===== config.mk =====
export PLATFORM = sky130hd
export DESIGN_NAME = gmii_frame_stream
export DESIGN_NICKNAME = d
export VERILOG_FILES = /design/src/logic/gmii_tx_fifo.v /design/src/logic/gmii_frame_stream.v
export VERILOG_INCLUDE_DIRS = /design/src /design/src/logic
export SDC_FILE = /design/constraint.sdc
export NUM_CORES = 1
export LEC_CHECK = 0
export BUFFER_PORTS_ARGS = -buffer_cell sky130_fd_sc_hd__buf_2
export CAP_MARGIN = 20
export CORE_MARGIN = 1.5
export CORE_UTILIZATION = 25
export DETAILED_ROUTE_END_ITERATION = 10
export MAX_ROUTING_LAYER = met4
export PLACE_DENSITY = 0.49
export SETUP_SLACK_MARGIN = 0.2
export SLEW_MARGIN = 10
export SYNTH_ARGS = -nofsm -noshare
export SYNTH_HDL_FRONTEND = slang
export SYNTH_HIERARCHICAL = 1
export SYNTH_SLANG_ARGS = --single-unit

===== constraint.sdc =====
create_clock -name clk_sys -period 3.7 [get_ports clk_sys]
set_clock_uncertainty 0.1 [all_clocks]
set_input_delay 0.74 -clock clk_sys [delete_from_list [all_inputs] [get_ports clk_sys]]
set_output_delay 0.74 -clock clk_sys [all_outputs]
set_load 0.05 [all_outputs]

===== src/logic/gmii_frame_consts.vh =====
`ifndef GMII_FRAME_CONSTS_VH
`define GMII_FRAME_CONSTS_VH

// Octet codes on the data bundles, first serial bit in bit 0
`define GMII_PREAMBLE_OCTET   8'h55
`define GMII_SFD_OCTET        8'hD5
`define GMII_IDLE_OCTET       8'h00
`define GMII_FALSE_CARRIER    8'h0E
`define GMII_EXTEND_OCTET     8'h0F
`define GMII_EXTEND_ERR_OCTET 8'h1F

// Frame layout counts, in octets
`define GMII_PREAMBLE_LEN     8'h07
`define GMII_IFG_OCTETS       8'h0C
`define GMII_JAM_OCTETS       8'h04

// Timing figures in bit times; one 4 ns clk_sys cycle lasts 4 bit times
`define GMII_BITS_PER_CYC     4
`define GMII_DETECT_MAX_BITS  48
`define GMII_RESPONSE_MAX_BITS 112
`define GMII_SKEW_MAX_BITS    16
`define GMII_DETECT_MAX_CYC   (`GMII_DETECT_MAX_BITS / `GMII_BITS_PER_CYC)
`define GMII_RESPONSE_MAX_CYC (`GMII_RESPONSE_MAX_BITS / `GMII_BITS_PER_CYC)
`define GMII_SKEW_MAX_CYC     (`GMII_SKEW_MAX_BITS / `GMII_BITS_PER_CYC)

`endif


===== src/logic/gmii_tx_fifo.v =====
`timescale 1ns/10ps
`default_nettype none

module gmii_tx_fifo
#(
   parameter WIDTH = 9,
   parameter DEPTH = 4,
   parameter AW    = 2
)
(
   input  wire             clk_sys,
   input  wire             reset_n,
   input  wire             in_valid,
   output wire             in_ready,
   input  wire [WIDTH-1:0] in_data,
   output wire             out_valid,
   input  wire             out_ready,
   output wire [WIDTH-1:0] out_data
);

   reg  [WIDTH-1:0] mem_ff [0:DEPTH-1];
   reg  [AW:0]      wr_ptr_ff;
   reg  [AW:0]      rd_ptr_ff;
   wire             push;
   wire             pop;
   wire             full;
   wire             empty;

   assign empty     = (wr_ptr_ff == rd_ptr_ff);
   assign full      = (wr_ptr_ff[AW-1:0] == rd_ptr_ff[AW-1:0]) &&
                      (wr_ptr_ff[AW] != rd_ptr_ff[AW]);
   assign in_ready  = !full;
   assign out_valid = !empty;
   assign push      = in_valid && !full;
   assign pop       = out_ready && !empty;
   assign out_data  = mem_ff[rd_ptr_ff[AW-1:0]];

   always @(posedge clk_sys or negedge reset_n)
   begin
      if (!reset_n)
      begin
         wr_ptr_ff <= {(AW+1){1'b0}};
         rd_ptr_ff <= {(AW+1){1'b0}};
      end
      else
      begin
         if (push)
            wr_ptr_ff <= wr_ptr_ff + 1'b1;
         if (pop)
            rd_ptr_ff <= rd_ptr_ff + 1'b1;
      end
   end

   // Storage needs no reset; out_data is only meaningful while out_valid
   always @(posedge clk_sys)
   begin
      if (push)
         mem_ff[wr_ptr_ff[AW-1:0]] <= in_data;
   end

endmodule // gmii_tx_fifo

`default_nettype wire


===== src/logic/gmii_frame_stream.v =====
`timescale 1ns/10ps
`default_nettype none
`include "gmii_frame_consts.vh"

// How it works
// PHY idles with valid low, error low/zero
// Transmit enable and error low when idle
// Burst gaps filled with extend, enable low
// PHY signals extend between received burst frames
// Spacing from enable fall, or carrier fall
// Seven preamble octets then start delimiter
// First serial bit is bit 0
// Preamble starts with first enable cycle
// Accept delimiter as first valid octet
// Accept zero to seven preamble octets
// Frame data carried as whole octets
// Falling framing signal ends the frame
// Carrier extend: error high, enable low
// Receiver never requires carrier extension
// Packet start/end on valid edges
// Transmit start to enable within 48 bits
// Carrier detect within 48 bit times
// Carrier detect skew at most 16 bits
// Enable within 112 bits of carrier
// Collision detect within 48 bit times
// First jam octet within 112 bits
// Extend, extend error, false carrier codes
// PHY flags errors with error during valid
// Bit limits divided by four give cycles
module gmii_frame_stream
#(
   parameter FIFO_DEPTH = 4,
   parameter FIFO_AW    = 2,
   parameter JAM_OCTET  = 8'h99
)
(
   input  wire       clk_sys,
   input  wire       reset_n,
   // Transmit user side
   input  wire       tx_valid,
   output wire       tx_ready,
   input  wire [7:0] tx_data,
   input  wire       tx_last,
   input  wire       burst_en,
   input  wire [7:0] ext_octets,
   output wire       tx_busy,
   output wire       tx_collided,
   // Transmit link side
   output wire       gtx_clk,
   output wire [7:0] txd,
   output wire       tx_en,
   output wire       tx_er,
   // Receive link side
   input  wire       rx_clk,
   input  wire [7:0] rxd,
   input  wire       rx_dv,
   input  wire       rx_er,
   input  wire       crs,
   input  wire       col,
   // Receive user side
   output wire [7:0] rx_data,
   output wire       rx_valid,
   output wire       rx_data_err,
   output wire       rx_sop,
   output wire       rx_eop,
   output wire       rx_frame_bad,
   output wire       rx_extend,
   output wire       rx_extend_err,
   output wire       rx_false_carrier,
   output wire       carrier_sense,
   output wire       collision
);

   localparam [6:0] TX_IDLE = 7'b000_0001;
   localparam [6:0] TX_PRE  = 7'b000_0010;
   localparam [6:0] TX_SFD  = 7'b000_0100;
   localparam [6:0] TX_DATA = 7'b000_1000;
   localparam [6:0] TX_EXT  = 7'b001_0000;
   localparam [6:0] TX_GAP  = 7'b010_0000;
   localparam [6:0] TX_JAM  = 7'b100_0000;

   localparam [2:0] RX_IDLE = 3'b001;
   localparam [2:0] RX_PRE  = 3'b010;
   localparam [2:0] RX_DATA = 3'b100;

   // Pin synchronisers: stage 1 is read only by stage 2
   reg  [12:0] sync1_ff;
   reg  [12:0] sync2_ff;
   reg         rx_clk_d_ff;
   wire        rx_clk_s;
   wire        crs_s;
   wire        col_s;
   wire        rx_dv_s;
   wire        rx_er_s;
   wire [7:0]  rxd_s;
   wire        rx_tick;

   always @(posedge clk_sys or negedge reset_n)
   begin
      if (!reset_n)
      begin
         sync1_ff    <= 13'h0000;
         sync2_ff    <= 13'h0000;
         rx_clk_d_ff <= 1'b0;
      end
      else
      begin
         sync1_ff    <= {rx_clk, crs, col, rx_dv, rx_er, rxd};
         sync2_ff    <= sync1_ff;
         rx_clk_d_ff <= rx_clk_s;
      end
   end

   // Two stages of 4 ns keep detection far inside 48 bit times
   // Assert and deassert take the same path, so their delays match
   assign rx_clk_s = sync2_ff[12];
   assign crs_s    = sync2_ff[11];
   assign col_s    = sync2_ff[10];
   assign rx_dv_s  = sync2_ff[9];
   assign rx_er_s  = sync2_ff[8];
   assign rxd_s    = sync2_ff[7:0];
   assign rx_tick  = rx_clk_s && !rx_clk_d_ff;

   assign carrier_sense = crs_s;
   assign collision     = col_s;

   // Transmit FIFO
   wire       fifo_valid;
   reg        fifo_pop;
   wire [8:0] fifo_word;

   gmii_tx_fifo
   #(
      .WIDTH (9),
      .DEPTH (FIFO_DEPTH),
      .AW    (FIFO_AW)
   )
   u_tx_fifo
   (
      .clk_sys   (clk_sys),
      .reset_n   (reset_n),
      .in_valid  (tx_valid),
      .in_ready  (tx_ready),
      .in_data   ({tx_last, tx_data}),
      .out_valid (fifo_valid),
      .out_ready (fifo_pop),
      .out_data  (fifo_word)
   );

   // Transmit clock is clk_sys divided by two; outputs change as it falls
   reg        gtx_ff;
   wire       tx_tick;

   always @(posedge clk_sys or negedge reset_n)
   begin
      if (!reset_n)
         gtx_ff <= 1'b0;
      else
         gtx_ff <= !gtx_ff;
   end

   assign gtx_clk = gtx_ff;
   assign tx_tick = gtx_ff;

   reg [6:0] tx_st_ff;
   reg [6:0] nxt_tx_st;
   reg [7:0] cnt_ff;
   reg [7:0] nxt_cnt;
   reg [7:0] ifg_ff;
   reg [7:0] nxt_ifg;
   reg       drop_ff;
   reg       nxt_drop;
   reg [7:0] txd_ff;
   reg [7:0] nxt_txd;
   reg       tx_en_ff;
   reg       nxt_tx_en;
   reg       tx_er_ff;
   reg       nxt_tx_er;
   reg       coll_ff;
   reg       nxt_coll;
   wire      ifg_done;
   wire      in_frame;

   assign ifg_done = (ifg_ff >= `GMII_IFG_OCTETS);
   assign in_frame = (tx_st_ff == TX_PRE) || (tx_st_ff == TX_SFD) || (tx_st_ff == TX_DATA);

   always @*
   begin
      nxt_tx_st = tx_st_ff;
      nxt_cnt   = cnt_ff;
      nxt_ifg   = ifg_ff;
      nxt_drop  = drop_ff;
      nxt_txd   = `GMII_IDLE_OCTET;
      nxt_tx_en = 1'b0;
      nxt_tx_er = 1'b0;
      nxt_coll  = 1'b0;
      fifo_pop  = 1'b0;
      // Remainder of a jammed frame is discarded at full clk_sys rate
      if (drop_ff && fifo_valid)
      begin
         fifo_pop = 1'b1;
         if (fifo_word[8])
            nxt_drop = 1'b0;
      end
      if (tx_tick)
      begin
         if (col_s && in_frame)
         begin
            // Jam follows the detected collision on the next octet
            nxt_tx_st = TX_JAM;
            nxt_cnt   = `GMII_JAM_OCTETS - 8'h01;
            nxt_txd   = JAM_OCTET;
            nxt_tx_en = 1'b1;
            nxt_coll  = 1'b1;
            nxt_drop  = (tx_st_ff != TX_DATA) || !(fifo_valid && fifo_word[8]);
            fifo_pop  = (tx_st_ff == TX_DATA) && fifo_valid;
         end
         else
         begin
            case (tx_st_ff)
               TX_IDLE:
               begin
                  // Between bursts spacing counts from carrier falling
                  if (crs_s && !ifg_done)
                     nxt_ifg = 8'h00;
                  else if (!ifg_done)
                     nxt_ifg = ifg_ff + 8'h01;
                  // Start within one octet of the decision
                  if (fifo_valid && !drop_ff && ifg_done)
                  begin
                     nxt_tx_st = TX_PRE;
                     nxt_cnt   = `GMII_PREAMBLE_LEN - 8'h01;
                     nxt_txd   = `GMII_PREAMBLE_OCTET;
                     nxt_tx_en = 1'b1;
                  end
               end
               TX_PRE:
               begin
                  nxt_tx_en = 1'b1;
                  if (cnt_ff == 8'h00)
                  begin
                     nxt_tx_st = TX_SFD;
                     nxt_txd   = `GMII_SFD_OCTET;
                  end
                  else
                  begin
                     nxt_cnt = cnt_ff - 8'h01;
                     nxt_txd = `GMII_PREAMBLE_OCTET;
                  end
               end
               TX_SFD, TX_DATA:
               begin
                  if (fifo_valid)
                  begin
                     // One whole octet per transmit clock
                     fifo_pop  = 1'b1;
                     nxt_tx_st = fifo_word[8] ? TX_EXT : TX_DATA;
                     nxt_txd   = fifo_word[7:0];
                     nxt_tx_en = 1'b1;
                     nxt_cnt   = 8'h00;
                  end
                  else
                  begin
                     // Underrun: mark the octet bad and close the frame
                     nxt_tx_st = TX_EXT;
                     nxt_tx_en = 1'b1;
                     nxt_tx_er = 1'b1;
                     nxt_txd   = 8'h00;
                     nxt_cnt   = 8'h00;
                     nxt_drop  = 1'b1;
                  end
               end
               TX_EXT:
               begin
                  // Enable has fallen; that edge ends the frame
                  if (cnt_ff < ext_octets)
                  begin
                     nxt_cnt   = cnt_ff + 8'h01;
                     nxt_txd   = `GMII_EXTEND_OCTET;
                     nxt_tx_er = 1'b1;
                  end
                  else if (burst_en && fifo_valid && !drop_ff)
                  begin
                     nxt_tx_st = TX_GAP;
                     nxt_ifg   = 8'h01;
                     nxt_txd   = `GMII_EXTEND_OCTET;
                     nxt_tx_er = 1'b1;
                  end
                  else
                  begin
                     nxt_tx_st = TX_IDLE;
                     nxt_ifg   = 8'h00;
                  end
               end
               TX_GAP:
               begin
                  if (ifg_done)
                  begin
                     nxt_tx_st = TX_PRE;
                     nxt_cnt   = `GMII_PREAMBLE_LEN - 8'h01;
                     nxt_txd   = `GMII_PREAMBLE_OCTET;
                     nxt_tx_en = 1'b1;
                  end
                  else
                  begin
                     // Gap inside a burst is carrier extend, enable low
                     nxt_ifg   = ifg_ff + 8'h01;
                     nxt_txd   = `GMII_EXTEND_OCTET;
                     nxt_tx_er = 1'b1;
                  end
               end
               TX_JAM:
               begin
                  if (cnt_ff == 8'h00)
                  begin
                     nxt_tx_st = TX_IDLE;
                     nxt_ifg   = 8'h00;
                  end
                  else
                  begin
                     nxt_cnt   = cnt_ff - 8'h01;
                     nxt_txd   = JAM_OCTET;
                     nxt_tx_en = 1'b1;
                  end
               end
               default:
               begin
                  nxt_tx_st = TX_IDLE;
               end
            endcase
         end
      end
      else
      begin
         nxt_txd   = txd_ff;
         nxt_tx_en = tx_en_ff;
         nxt_tx_er = tx_er_ff;
      end
   end

   always @(posedge clk_sys or negedge reset_n)
   begin
      if (!reset_n)
      begin
         tx_st_ff <= TX_IDLE;
         cnt_ff   <= 8'h00;
         ifg_ff   <= 8'h00;
         drop_ff  <= 1'b0;
         txd_ff   <= 8'h00;
         tx_en_ff <= 1'b0;
         tx_er_ff <= 1'b0;
         coll_ff  <= 1'b0;
      end
      else
      begin
         tx_st_ff <= nxt_tx_st;
         cnt_ff   <= nxt_cnt;
         ifg_ff   <= nxt_ifg;
         drop_ff  <= nxt_drop;
         txd_ff   <= nxt_txd;
         tx_en_ff <= nxt_tx_en;
         tx_er_ff <= nxt_tx_er;
         coll_ff  <= nxt_coll;
      end
   end

   assign txd         = txd_ff;
   assign tx_en       = tx_en_ff;
   assign tx_er       = tx_er_ff;
   assign tx_busy     = (tx_st_ff != TX_IDLE);
   assign tx_collided = coll_ff;

   // Receive path, one octet per rising receive clock
   reg [2:0] rx_st_ff;
   reg [7:0] rx_data_ff;
   reg       rx_valid_ff;
   reg       rx_derr_ff;
   reg       rx_sop_ff;
   reg       rx_eop_ff;
   reg       rx_bad_ff;
   reg       rx_ext_ff;
   reg       rx_exterr_ff;
   reg       rx_fc_ff;
   reg       dv_d_ff;
   reg       err_seen_ff;
   wire      rx_code;

   // Idle (valid low, error low or octet zero) needs no action
   assign rx_code = rx_tick && !rx_dv_s && rx_er_s;

   always @(posedge clk_sys or negedge reset_n)
   begin
      if (!reset_n)
      begin
         rx_st_ff     <= RX_IDLE;
         rx_data_ff   <= 8'h00;
         rx_valid_ff  <= 1'b0;
         rx_derr_ff   <= 1'b0;
         rx_sop_ff    <= 1'b0;
         rx_eop_ff    <= 1'b0;
         rx_bad_ff    <= 1'b0;
         rx_ext_ff    <= 1'b0;
         rx_exterr_ff <= 1'b0;
         rx_fc_ff     <= 1'b0;
         dv_d_ff      <= 1'b0;
         err_seen_ff  <= 1'b0;
      end
      else
      begin
         rx_valid_ff  <= 1'b0;
         rx_sop_ff    <= 1'b0;
         rx_eop_ff    <= 1'b0;
         rx_bad_ff    <= 1'b0;
         rx_exterr_ff <= 1'b0;
         rx_fc_ff     <= 1'b0;
         if (rx_tick)
         begin
            dv_d_ff   <= rx_dv_s;
            rx_ext_ff <= 1'b0;
            // Packet start on valid rising, end on valid falling
            rx_sop_ff <= rx_dv_s && !dv_d_ff;
            if (!rx_dv_s && dv_d_ff)
            begin
               // Valid falling closes the frame, extension or not
               rx_eop_ff   <= 1'b1;
               rx_bad_ff   <= err_seen_ff || (rx_st_ff != RX_DATA);
               rx_st_ff    <= RX_IDLE;
               err_seen_ff <= 1'b0;
            end
            else if (rx_dv_s)
            begin
               // Error during valid taints the frame
               if (rx_er_s)
                  err_seen_ff <= 1'b1;
               case (rx_st_ff)
                  RX_IDLE, RX_PRE:
                  begin
                     // Delimiter may come after any shrunken preamble
                     if (rxd_s == `GMII_SFD_OCTET)
                        rx_st_ff <= RX_DATA;
                     else
                        rx_st_ff <= RX_PRE;
                  end
                  RX_DATA:
                  begin
                     rx_data_ff  <= rxd_s;
                     rx_valid_ff <= 1'b1;
                     rx_derr_ff  <= rx_er_s;
                  end
                  default:
                  begin
                     rx_st_ff <= RX_IDLE;
                  end
               endcase
            end
            if (rx_code)
            begin
               // Codes carried with valid low and error high
               rx_ext_ff    <= (rxd_s == `GMII_EXTEND_OCTET);
               rx_exterr_ff <= (rxd_s == `GMII_EXTEND_ERR_OCTET);
               rx_fc_ff     <= (rxd_s == `GMII_FALSE_CARRIER);
            end
         end
      end
   end

   assign rx_data          = rx_data_ff;
   assign rx_valid         = rx_valid_ff;
   assign rx_data_err      = rx_derr_ff;
   assign rx_sop           = rx_sop_ff;
   assign rx_eop           = rx_eop_ff;
   assign rx_frame_bad     = rx_bad_ff;
   assign rx_extend        = rx_ext_ff;
   assign rx_extend_err    = rx_exterr_ff;
   assign rx_false_carrier = rx_fc_ff;

endmodule // gmii_frame_stream

`default_nettype wire


==> results.cfg, run 1 <==
[outcome]
outcome = finished clean

[critical_path]
crit_type = reg2out
cp_max_fo = 14
cp.arrival_ps = 2190
cp.buffers_inverters = 1
end_kind = output port
worstReg2RegStart = tx_st_ff[4]
r2r_end = cnt_ff[7]
r2r_setup_slack_ps = 680
crit_slowest_cell = dfrtp_1
rr_worst_depth = 10
cp-start-kind = flop
crit_chain = nor3_1 -> nand3_1 -> buf_2
max_stage_delay_ps = 550
worstPathRequired_ps = 2860
crit_family = simple AND/OR/NAND/NOR gates

[grt]
track_usage_pct = 12.24
grt_pass1_vias = 4457
grt_max_degree = 58
gr-total-overflow = 0
grt_antenna_before_repair = 1
grt_pass1_wl_um = 23750

[clocking]
cts_tree = yes
cts_setup_buffers = 0
clk_latency_ps = 420
htreeDepth = 4
hold_buffers = 0
cts_buffers = 17
root_buffer = clkbuf_16
cts_buffer_depth = 2
clk_pin_slew_ps = 60
cts_num_sinks = 126
cts-resized-gates = 0

[min_path]
holdCritPathClass = reg2reg
hold_path_startpoint = sync1_ff[10]
holdPathStages = 0
hold_end = sync2_ff[10]

[floorplan]
floorplan.initialDensity_pct = 25.74
rows = 56
dieWidth_um = 159.2
core-area_sq_um = 23680
fp.dieH_um = 159.2
top_level_ports = 66
dieArea_sq_um = 25330

[timing]
fin_crit_sh_pct = 81.79
setup_violations = 0
fin_setup_tns_ps = 0
tightest_slew_ps = 807.2
rsz0062_at_grt = no
hold_viol = 0
fmax_mhz = 330.4
fin_ws_ps = 673.8
period_needed_ps = 3026
worst_hold_slack_ps = 246.6
slew_viol_final = 0
max_slew_margin_pct = 46.02

[power_and_ir_drop]
peakVddDrop_mv = 0.3737
p_leak_nw = 3.197
power_density_nw_per_um2 = 837.7
total_power_mw = 6.172

[logic_synthesis]
synth.distinct_cells = 76
yosys.area_share.simple_pct = 15.17
async_flop_share_pct = 71.43
synth_xor_area_share_pct = 3.222
synth-compound-area-share_pct = 13.36
synth.top_cell.area_share_pct = 36.12
synth_edf_count = 36
synth_top_family_by_area = simple AND/OR/NAND/NOR gates
synth_top_area_cell = dfrtp_1
syn-cell-area_sq_um = 6097
syn-num-nets = 573
synth.most_common_cell = dfrtp_1
synth_warnings = 6
syn_inst = 518
synthFlopType = dfrtp_1
synthAdderAreaFrac_pct = 4.433
ys_ff_latch = 126
muxShareOfSynthArea_pct = 5.787
synth.avg_cell_area_sq_um = 11.77
yosys-top-cells-area = dfrtp_1 36%, edfxtp_1 18%, ha_1 4.1%
synthTopCellsByCount = 88 x dfrtp_1, 54 x nand2_1, 36 x edfxtp_1, 34 x nor2_1
ys_seq_area_share_pct = 54.71

[route]
dr.pass1.iters = 4
wl_met1_um = 6584
route.met3.wl_um = 701
wl_per_cell_um = 15.49
via_per_inst = 4.670
drt_first_iter_violations = 295
drt-total-wl_um = 14340
topRoutingLayerUsed = met4
drc_errors = 0
drtAntennaViolNets = 0
dr_total_vias = 4324
dr_wl_met2_um = 6788

[final_layout]
fin_area_sq_um = 7367
fin_util_pct = 31.11
synthToLayoutAreaGrowth_pct = 20.83
layout-drive-gt1-share_pct = 24.42
fin_nets = 648
final_cell_count_no_fill = 926

[flow_run]
drv_cap = 0

[place]
gp_congestion = 0.8639
dp.cells = 893
pre_cts_ws_ps = 687.0
hpwlAfterDp_um = 10250
placed_area_sq_um = 6769
io_buffers = 65
metal layers:
layer  GRT usage [%]  vias to the layer above
li1                -                     2055
met1           15.11                     2110
met2           19.08                      135
met3           3.256                       24
met4           4.760                        0
met5               -                        -
report_power, final:
part / total [mW] / leakage (nW) / internal (mW) / switching [mW]
clock: 1.67 / 0.280 / 1.02 / 0.651
combinational: 2.52 / 1.44 / 1.01 / 1.52
sequential: 1.98 / 1.48 / 1.70 / 0.272
total: 6.17 / 3.20 / 3.73 / 2.44
flip-flops by register name, summed over array words and instances, names as in the netlist, 3 cells and up:
| name | count |
|---|---|
| rx_data | 8 |
| u_tx_fifo/rd_ptr_ff | 3 |
| ifg_ff | 8 |
| u_tx_fifo/wr_ptr_ff | 3 |
| sync1_ff | 13 |
| tx_st_ff | 7 |
| sync2_ff | 13 |
| u_tx_fifo/mem_ff | 36 |
| rx_st_ff | 3 |
| cnt_ff | 8 |
| txd | 8 |
cells by family after synthesis:
kind of cell,after synthesis
XOR/XNOR,19
buffers and inverters,43
flip-flops,126
AND/OR/NAND/NOR,176
AO/OA/AOI/OAI,113
adder cells (fa/ha/maj),21
multiplexers,20
area by class of cell:
| cell class | instances | area [sq um] |
|---|---|---|
| fill | 2467 | 16320 |
| sequential | 126 | 3336 |
| multi-input combinational | 349 | 2559 |
| clock buffer | 18 | 439.2 |
| tap | 319 | 399.1 |
| timing repair buffer | 70 | 365.4 |
| clock inverter | 14 | 156.4 |
| inverter | 29 | 110.1 |
| antenna | 1 | 2.502 |
cell usage in the layout, fill, tap and decap left out, types with 8 or more instances in the layout:
master	count
nor2b_1	9
nand2b_1	9
clkbuf_16	17
xor2_1	9
o21ai_0	16
inv_1	24
nand3_1	22
nor2_1	34
a21oi_1	24
ha_1	20
edfxtp_1	36
mux2_4	8
dfrtp_1	88
and2_1	10
mux4_2	9
nor3_1	8
nand2_1	54
buf_2	64
worst max-delay path by stage:
stage	startpoint	endpoint	cells past startpoint
floorplan	tx_st_ff[1]	cnt_ff[7]	11
global placement	tx_st_ff[1]	cnt_ff[7]	10
detailed placement	tx_st_ff[4]	cnt_ff[7]	10
CTS	tx_st_ff[1]	cnt_ff[7]	10
global route	tx_st_ff[1]	cnt_ff[7]	10
finish	tx_st_ff[4]	tx_busy	3
Note: power is estimated with default switching activity, not from simulation.
==> run 2: changes to the inputs <==
clock period = 2.8 ns   (was 3.7 ns; I/O delays follow)
==> results.cfg, run 2 (synthesis results as in run 1) <==
[outcome]
outcome = finished clean

[timing]
fmax_mhz = 380.0
max_slew_margin_pct = 44.70
setup_violations = 0
period_needed_ps = 2632
fin_setup_tns_ps = 0
slew_viol_final = 0
tightest_slew_ps = 826.8
rsz0062_at_grt = yes
worst_hold_slack_ps = 0.5628
fin_crit_sh_pct = 94.00
hold_viol = 0
fin_ws_ps = 168.1

[clocking]
hold_buffers = 0
cts_buffer_depth = 2
clk_pin_slew_ps = 60
cts_buffers = 17
clk_latency_ps = 420
cts_tree = yes
root_buffer = clkbuf_16
htreeDepth = 4
cts_num_sinks = 126

[critical_path]
cp_max_fo = 7
worstPathRequired_ps = 3010
cp-start-kind = flop
cp.arrival_ps = 2840
crit_type = reg2reg
worstReg2RegStart = tx_st_ff[1]
r2r_end = cnt_ff[7]
crit_path_start = tx_st_ff[1]
r2r_setup_slack_ps = 170
end_kind = flop
rr_worst_depth = 10
worstSetupEndpoint = cnt_ff[7]

[final_layout]
largest_reg_flops = 36
synthToLayoutAreaGrowth_pct = 26.55
layout_commonest_cell = dfrtp_1
final_cell_mix = 88 x dfrtp_1, 64 x buf_2, 54 x nand2_1, 36 x edfxtp_1, 35 x buf_4
layout-drive-gt1-share_pct = 30.30
fin_area_sq_um = 7716
fin_nets = 679

[floorplan]
top_level_ports = 66
fp.dieH_um = 159.2
floorplan.initialDensity_pct = 25.74
dieArea_sq_um = 25330
rows = 56
dieWidth_um = 159.2
core-area_sq_um = 23680

[power_and_ir_drop]
p_leak_nw = 3.358
power_density_nw_per_um2 = 1127
total_power_mw = 8.696
peakVddDrop_mv = 0.5436

[route]
dr_total_vias = 4357
dr.pass1.iters = 4
drt_first_iter_violations = 273
wl_per_cell_um = 15.24
drt-total-wl_um = 14590
drc_errors = 0
drtAntennaViolNets = 0
via_per_inst = 4.553

[grt]
grt_pass1_wl_um = 24250
grt_antenna_before_repair = 1
grt_pass1_vias = 4580
track_usage_pct = 12.51
gr-total-overflow = 0
grt_max_degree = 56

[flow_run]
drv_cap = 0

[place]
pre_cts_ws_ps = 167.5
hpwlAfterDp_um = 10600
placed_area_sq_um = 6962
gp_congestion = 0.8614
io_buffers = 65

[min_path]
holdCritPathClass = in2async
run 2: changes by cell type in the layout (fill, tap and decap cells not counted), sizes merged:
cell | previous run | this run
clkbuf | 18 | 17
buf | 70 | 101
inv | 32 | 35
clkinv | 5 | 3
bufinv | 2 | 1
clkinvlp | 4 | 5
run 2: per-stage QoR:
stage                     instances  util, %
after global placement          916    29.40
after CTS                       950    31.94
final                           957    32.58
after detailed placement        916    29.40
after floorplan                 518        -
after global routing            957    32.58
run 2: repair_timing:
item                                    in CTS  in global routing
pin swaps                                    0                 12
endpoints found under the setup margin       2                 20
endpoints found under the hold margin        0                  0
setup buffers                                2                  6
resized for setup                            3                 16
run 2: worst min-delay path by stage:
stage | start | endpoint | slack, ps | cells past startpoint
after global placement | sync1_ff[10] | sync2_ff[10] | 230 | 0
after global routing | reset_n | rx_sop | 30 | 1
final | reset_n | sync1_ff[9] | 0.6 | 1
after CTS | reset_n | sync1_ff[9] | 3 | 1
after detailed placement | sync1_ff[6] | sync2_ff[6] | 230 | 0
after floorplan | reset_n | cnt_ff[0] | 160 | 0
run 2: cell type report:
type	count	area, sq um
Antenna cell	1	2.502
Clock buffer	17	425.4
Clock inverter	15	151.4
Fill cell	2404	15970
Inverter	29	113.9
Multi-Input combinational cell	349	2665
Sequential cell	126	3336
Tap cell	319	399.1
Timing Repair Buffer	101	623.1
run 2: critical path, cell delays in order, from the launching register on:
cell and delay, ps:
dfrtp_1 410, xor2_2 200, nand3_2 120, clkinv_4 120
ha_4 260, a21oi_2 160, o211ai_1 140, o41ai_2 350
xnor2_1 160, a221o_1 340, a21o_1 150
run 2: per-layer routing:
| layer | GRT usage (%) | vias up | wire, um |
|---|---|---|---|
| li1 | - | 2107 | - |
| met1 | 15.31 | 2137 | 6680 |
| met2 | 19.67 | 96 | 7002 |
| met3 | 3.855 | 17 | 689 |
| met4 | 4.031 | 0 | 212 |
| met5 | - | - | 0 |
run 2: power by group:
group | leakage, nW | internal (mW) | switching [mW]
logic | 1.61 | 1.77 | 2.25
registers | 1.48 | 2.25 | 0.273
clock network | 0.268 | 1.25 | 0.901
==> run 3: changes to the inputs <==
ABC_AREA = 1   (was default)
ABC_CLOCK_PERIOD_IN_PS = 2800   (was default)
==> results.cfg, run 3 <==
[outcome]
outcome = finished clean

[grt]
grt_max_degree = 49
track_usage_pct = 12.04
grt_pass1_wl_um = 22590
grt_pass1_vias = 4426
met1_usage_pct = 15.64
met2_usage_pct = 18.42
gr-total-overflow = 0
grt_antenna_before_repair = 2
busiest_layer = met2
use_met3_pct = 2.695

[logic_synthesis]
ys_seq_area_share_pct = 55.29
synth_edf_count = 36
synthTopCellsByCount = 176 x nand2_1, 88 x dfrtp_1, 77 x inv_1, 64 x nor2_1, 43 x o21ai_0
async_flop_share_pct = 71.43
synth.avg_cell_area_sq_um = 9.032
synth_top_area_cell = dfrtp_1
syn-num-nets = 723
synthFlopType = dfrtp_1
syn-cell-area_sq_um = 6033
synth_warnings = 6
ys_ff_latch = 126
synth.distinct_cells = 39
yosys-top-cells-area = dfrtp_1 36%, edfxtp_1 18%, nand2_1 11%
syn_inst = 668
synth.most_common_cell = nand2_1
synth.top_cell.area_share_pct = 36.50

[final_layout]
layout-drive-gt1-share_pct = 20.92
nFillCells = 2507
fin_util_pct = 31.38
largest_reg_flops = 36
fin_area_sq_um = 7388
synthToLayoutAreaGrowth_pct = 22.46
layout_commonest_cell = nand2_1
multiInputGateArea_sq_um = 2307
fin_nets = 807
final_cell_count_no_fill = 1086
final_cell_mix = 176 x nand2_1, 88 x dfrtp_1, 77 x inv_1, 64 x nor2_1, 64 x buf_2
regArea_sq_um = 3336

[floorplan]
dieWidth_um = 158.4
dieArea_sq_um = 25070
core-area_sq_um = 23540
top_level_ports = 66
floorplan.initialDensity_pct = 25.63
fp.dieH_um = 158.4
rows = 56

[power_and_ir_drop]
p_leak_nw = 3.701
power_density_nw_per_um2 = 996.8
peakVddDrop_mv = 0.3238

[timing]
max_slew_margin_pct = 63.42
slew_viol_final = 0
hold_viol = 0
fin_setup_tns_ps = 0
fin_crit_sh_pct = 84.09
rsz0062_at_grt = no
period_needed_ps = 2355
tightest_slew_ps = 548.7
fmax_mhz = 424.7
setup_violations = 0

[route]
dr_total_vias = 4549
drtAntennaViolNets = 0
dr.pass1.iters = 4
wl_per_cell_um = 12.50
drt-total-wl_um = 13570
via_per_inst = 4.189
drc_errors = 0
drt_first_iter_violations = 181

[clocking]
cts_num_sinks = 126
root_buffer = clkbuf_16
clk_latency_ps = 410
cts_buffer_depth = 2
clk_pin_slew_ps = 60
cts_buffers = 17
htreeDepth = 4
cts-resized-gates = 0
hold_buffers = 0
cts_setup_buffers = 0
cts_tree = yes

[critical_path]
crit_path_start = tx_st_ff[0]
end_kind = flop
cp-start-kind = flop
worstReg2RegStart = tx_st_ff[0]
cp.arrival_ps = 2560
crit_type = reg2reg
worstPathRequired_ps = 3010
cp_max_fo = 12

[place]
io_buffers = 65
hpwlAfterDp_um = 9881
gp_congestion = 0.8260
dp.cells = 1052
placed_area_sq_um = 6789

[flow_run]
drv_cap = 0

[min_path]
holdCritPathClass = in2async
==> run 3: cell types whose count changed after synthesis, moves of 15 or more <==
| cell | previous run | this run |
|---|---|---|
| nand2_1 | 54 | 176 |
| inv_1 | 24 | 77 |
| nor2_1 | 34 | 64 |
| o21ai_0 | 16 | 43 |
| nand3_1 | 22 | 41 |
| nand2_2 | 0 | 15 |
==> run 3: final timing paths <==
check	end	slack, ps	cells past startpoint
min reg2reg	sync2_ff[2]	250	0
min	rx_eop	30	1
max in group asynchronous	tx_st_ff[0]	1850	2
max reg2reg	cnt_ff[6]	450	14
min in group clk_sys	sync1_ff[8]	150	1
max	cnt_ff[6]	450	14
==> run 3: logic make-up (layout without fill, tap and decap cells) <==
logic type,Yosys count,count (layout),synth area share [%]
flops,126,126,55.29
xor+xnor,7,7,1.016
simple gates,332,332,24.80
fa+ha+maj,21,21,4.479
buf+inv,101,198,6.636
other cells,0,2,0
compound gates,81,81,7.777
==> run 3: layout make-up <==
type	instances	share of cell area, %
tap	319	5.402
inverter	91	4.623
sequential	126	45.15
multi-input combinational	441	31.23
antenna	2	0.06774
clock buffer	17	5.758
clock inverter	15	2.151
timing repair buffer	75	5.622
==> run 3: critical path, cell delays in order (launching register included) <==
cell and delay [ps]:
dfstp_2 550, inv_1 50, nand2_1 60, nor2_1 50, nand2_2 150, nand2_4 140, ha_1 400, a21oi_1 100
or2_2 290, nand3_1 70, nand2_1 50, nand3_1 60, nor2_1 40, nand3_1 70, nand2_1 50
==> run 3: where the power goes <==
group	switching, mW	internal (mW)	leakage, nW
clock	0.950	1.20	0.291
sequential	0.223	2.23	1.49
combinational	1.89	0.870	1.92
total	3.07	4.30	3.70
==> run 3: stage by stage <==
stage                     setup slack, ps  power [mW]  hold WS (ps)
after floorplan                     592.8       4.520         164.4
after global placement              413.6       5.265         233.0
after detailed placement            365.4       5.273         235.5
after CTS                           356.2       7.454         42.83
after global routing                250.1       7.929         63.59
final                               445.4       7.365         29.81
==> run 3: routing by layer <==
metal | wire length (um) | up-vias
li1 | - | 2339
met1 | 6675 | 2124
met2 | 6211 | 71
met3 | 458 | 15
met4 | 226 | 0
met5 | 0 | -
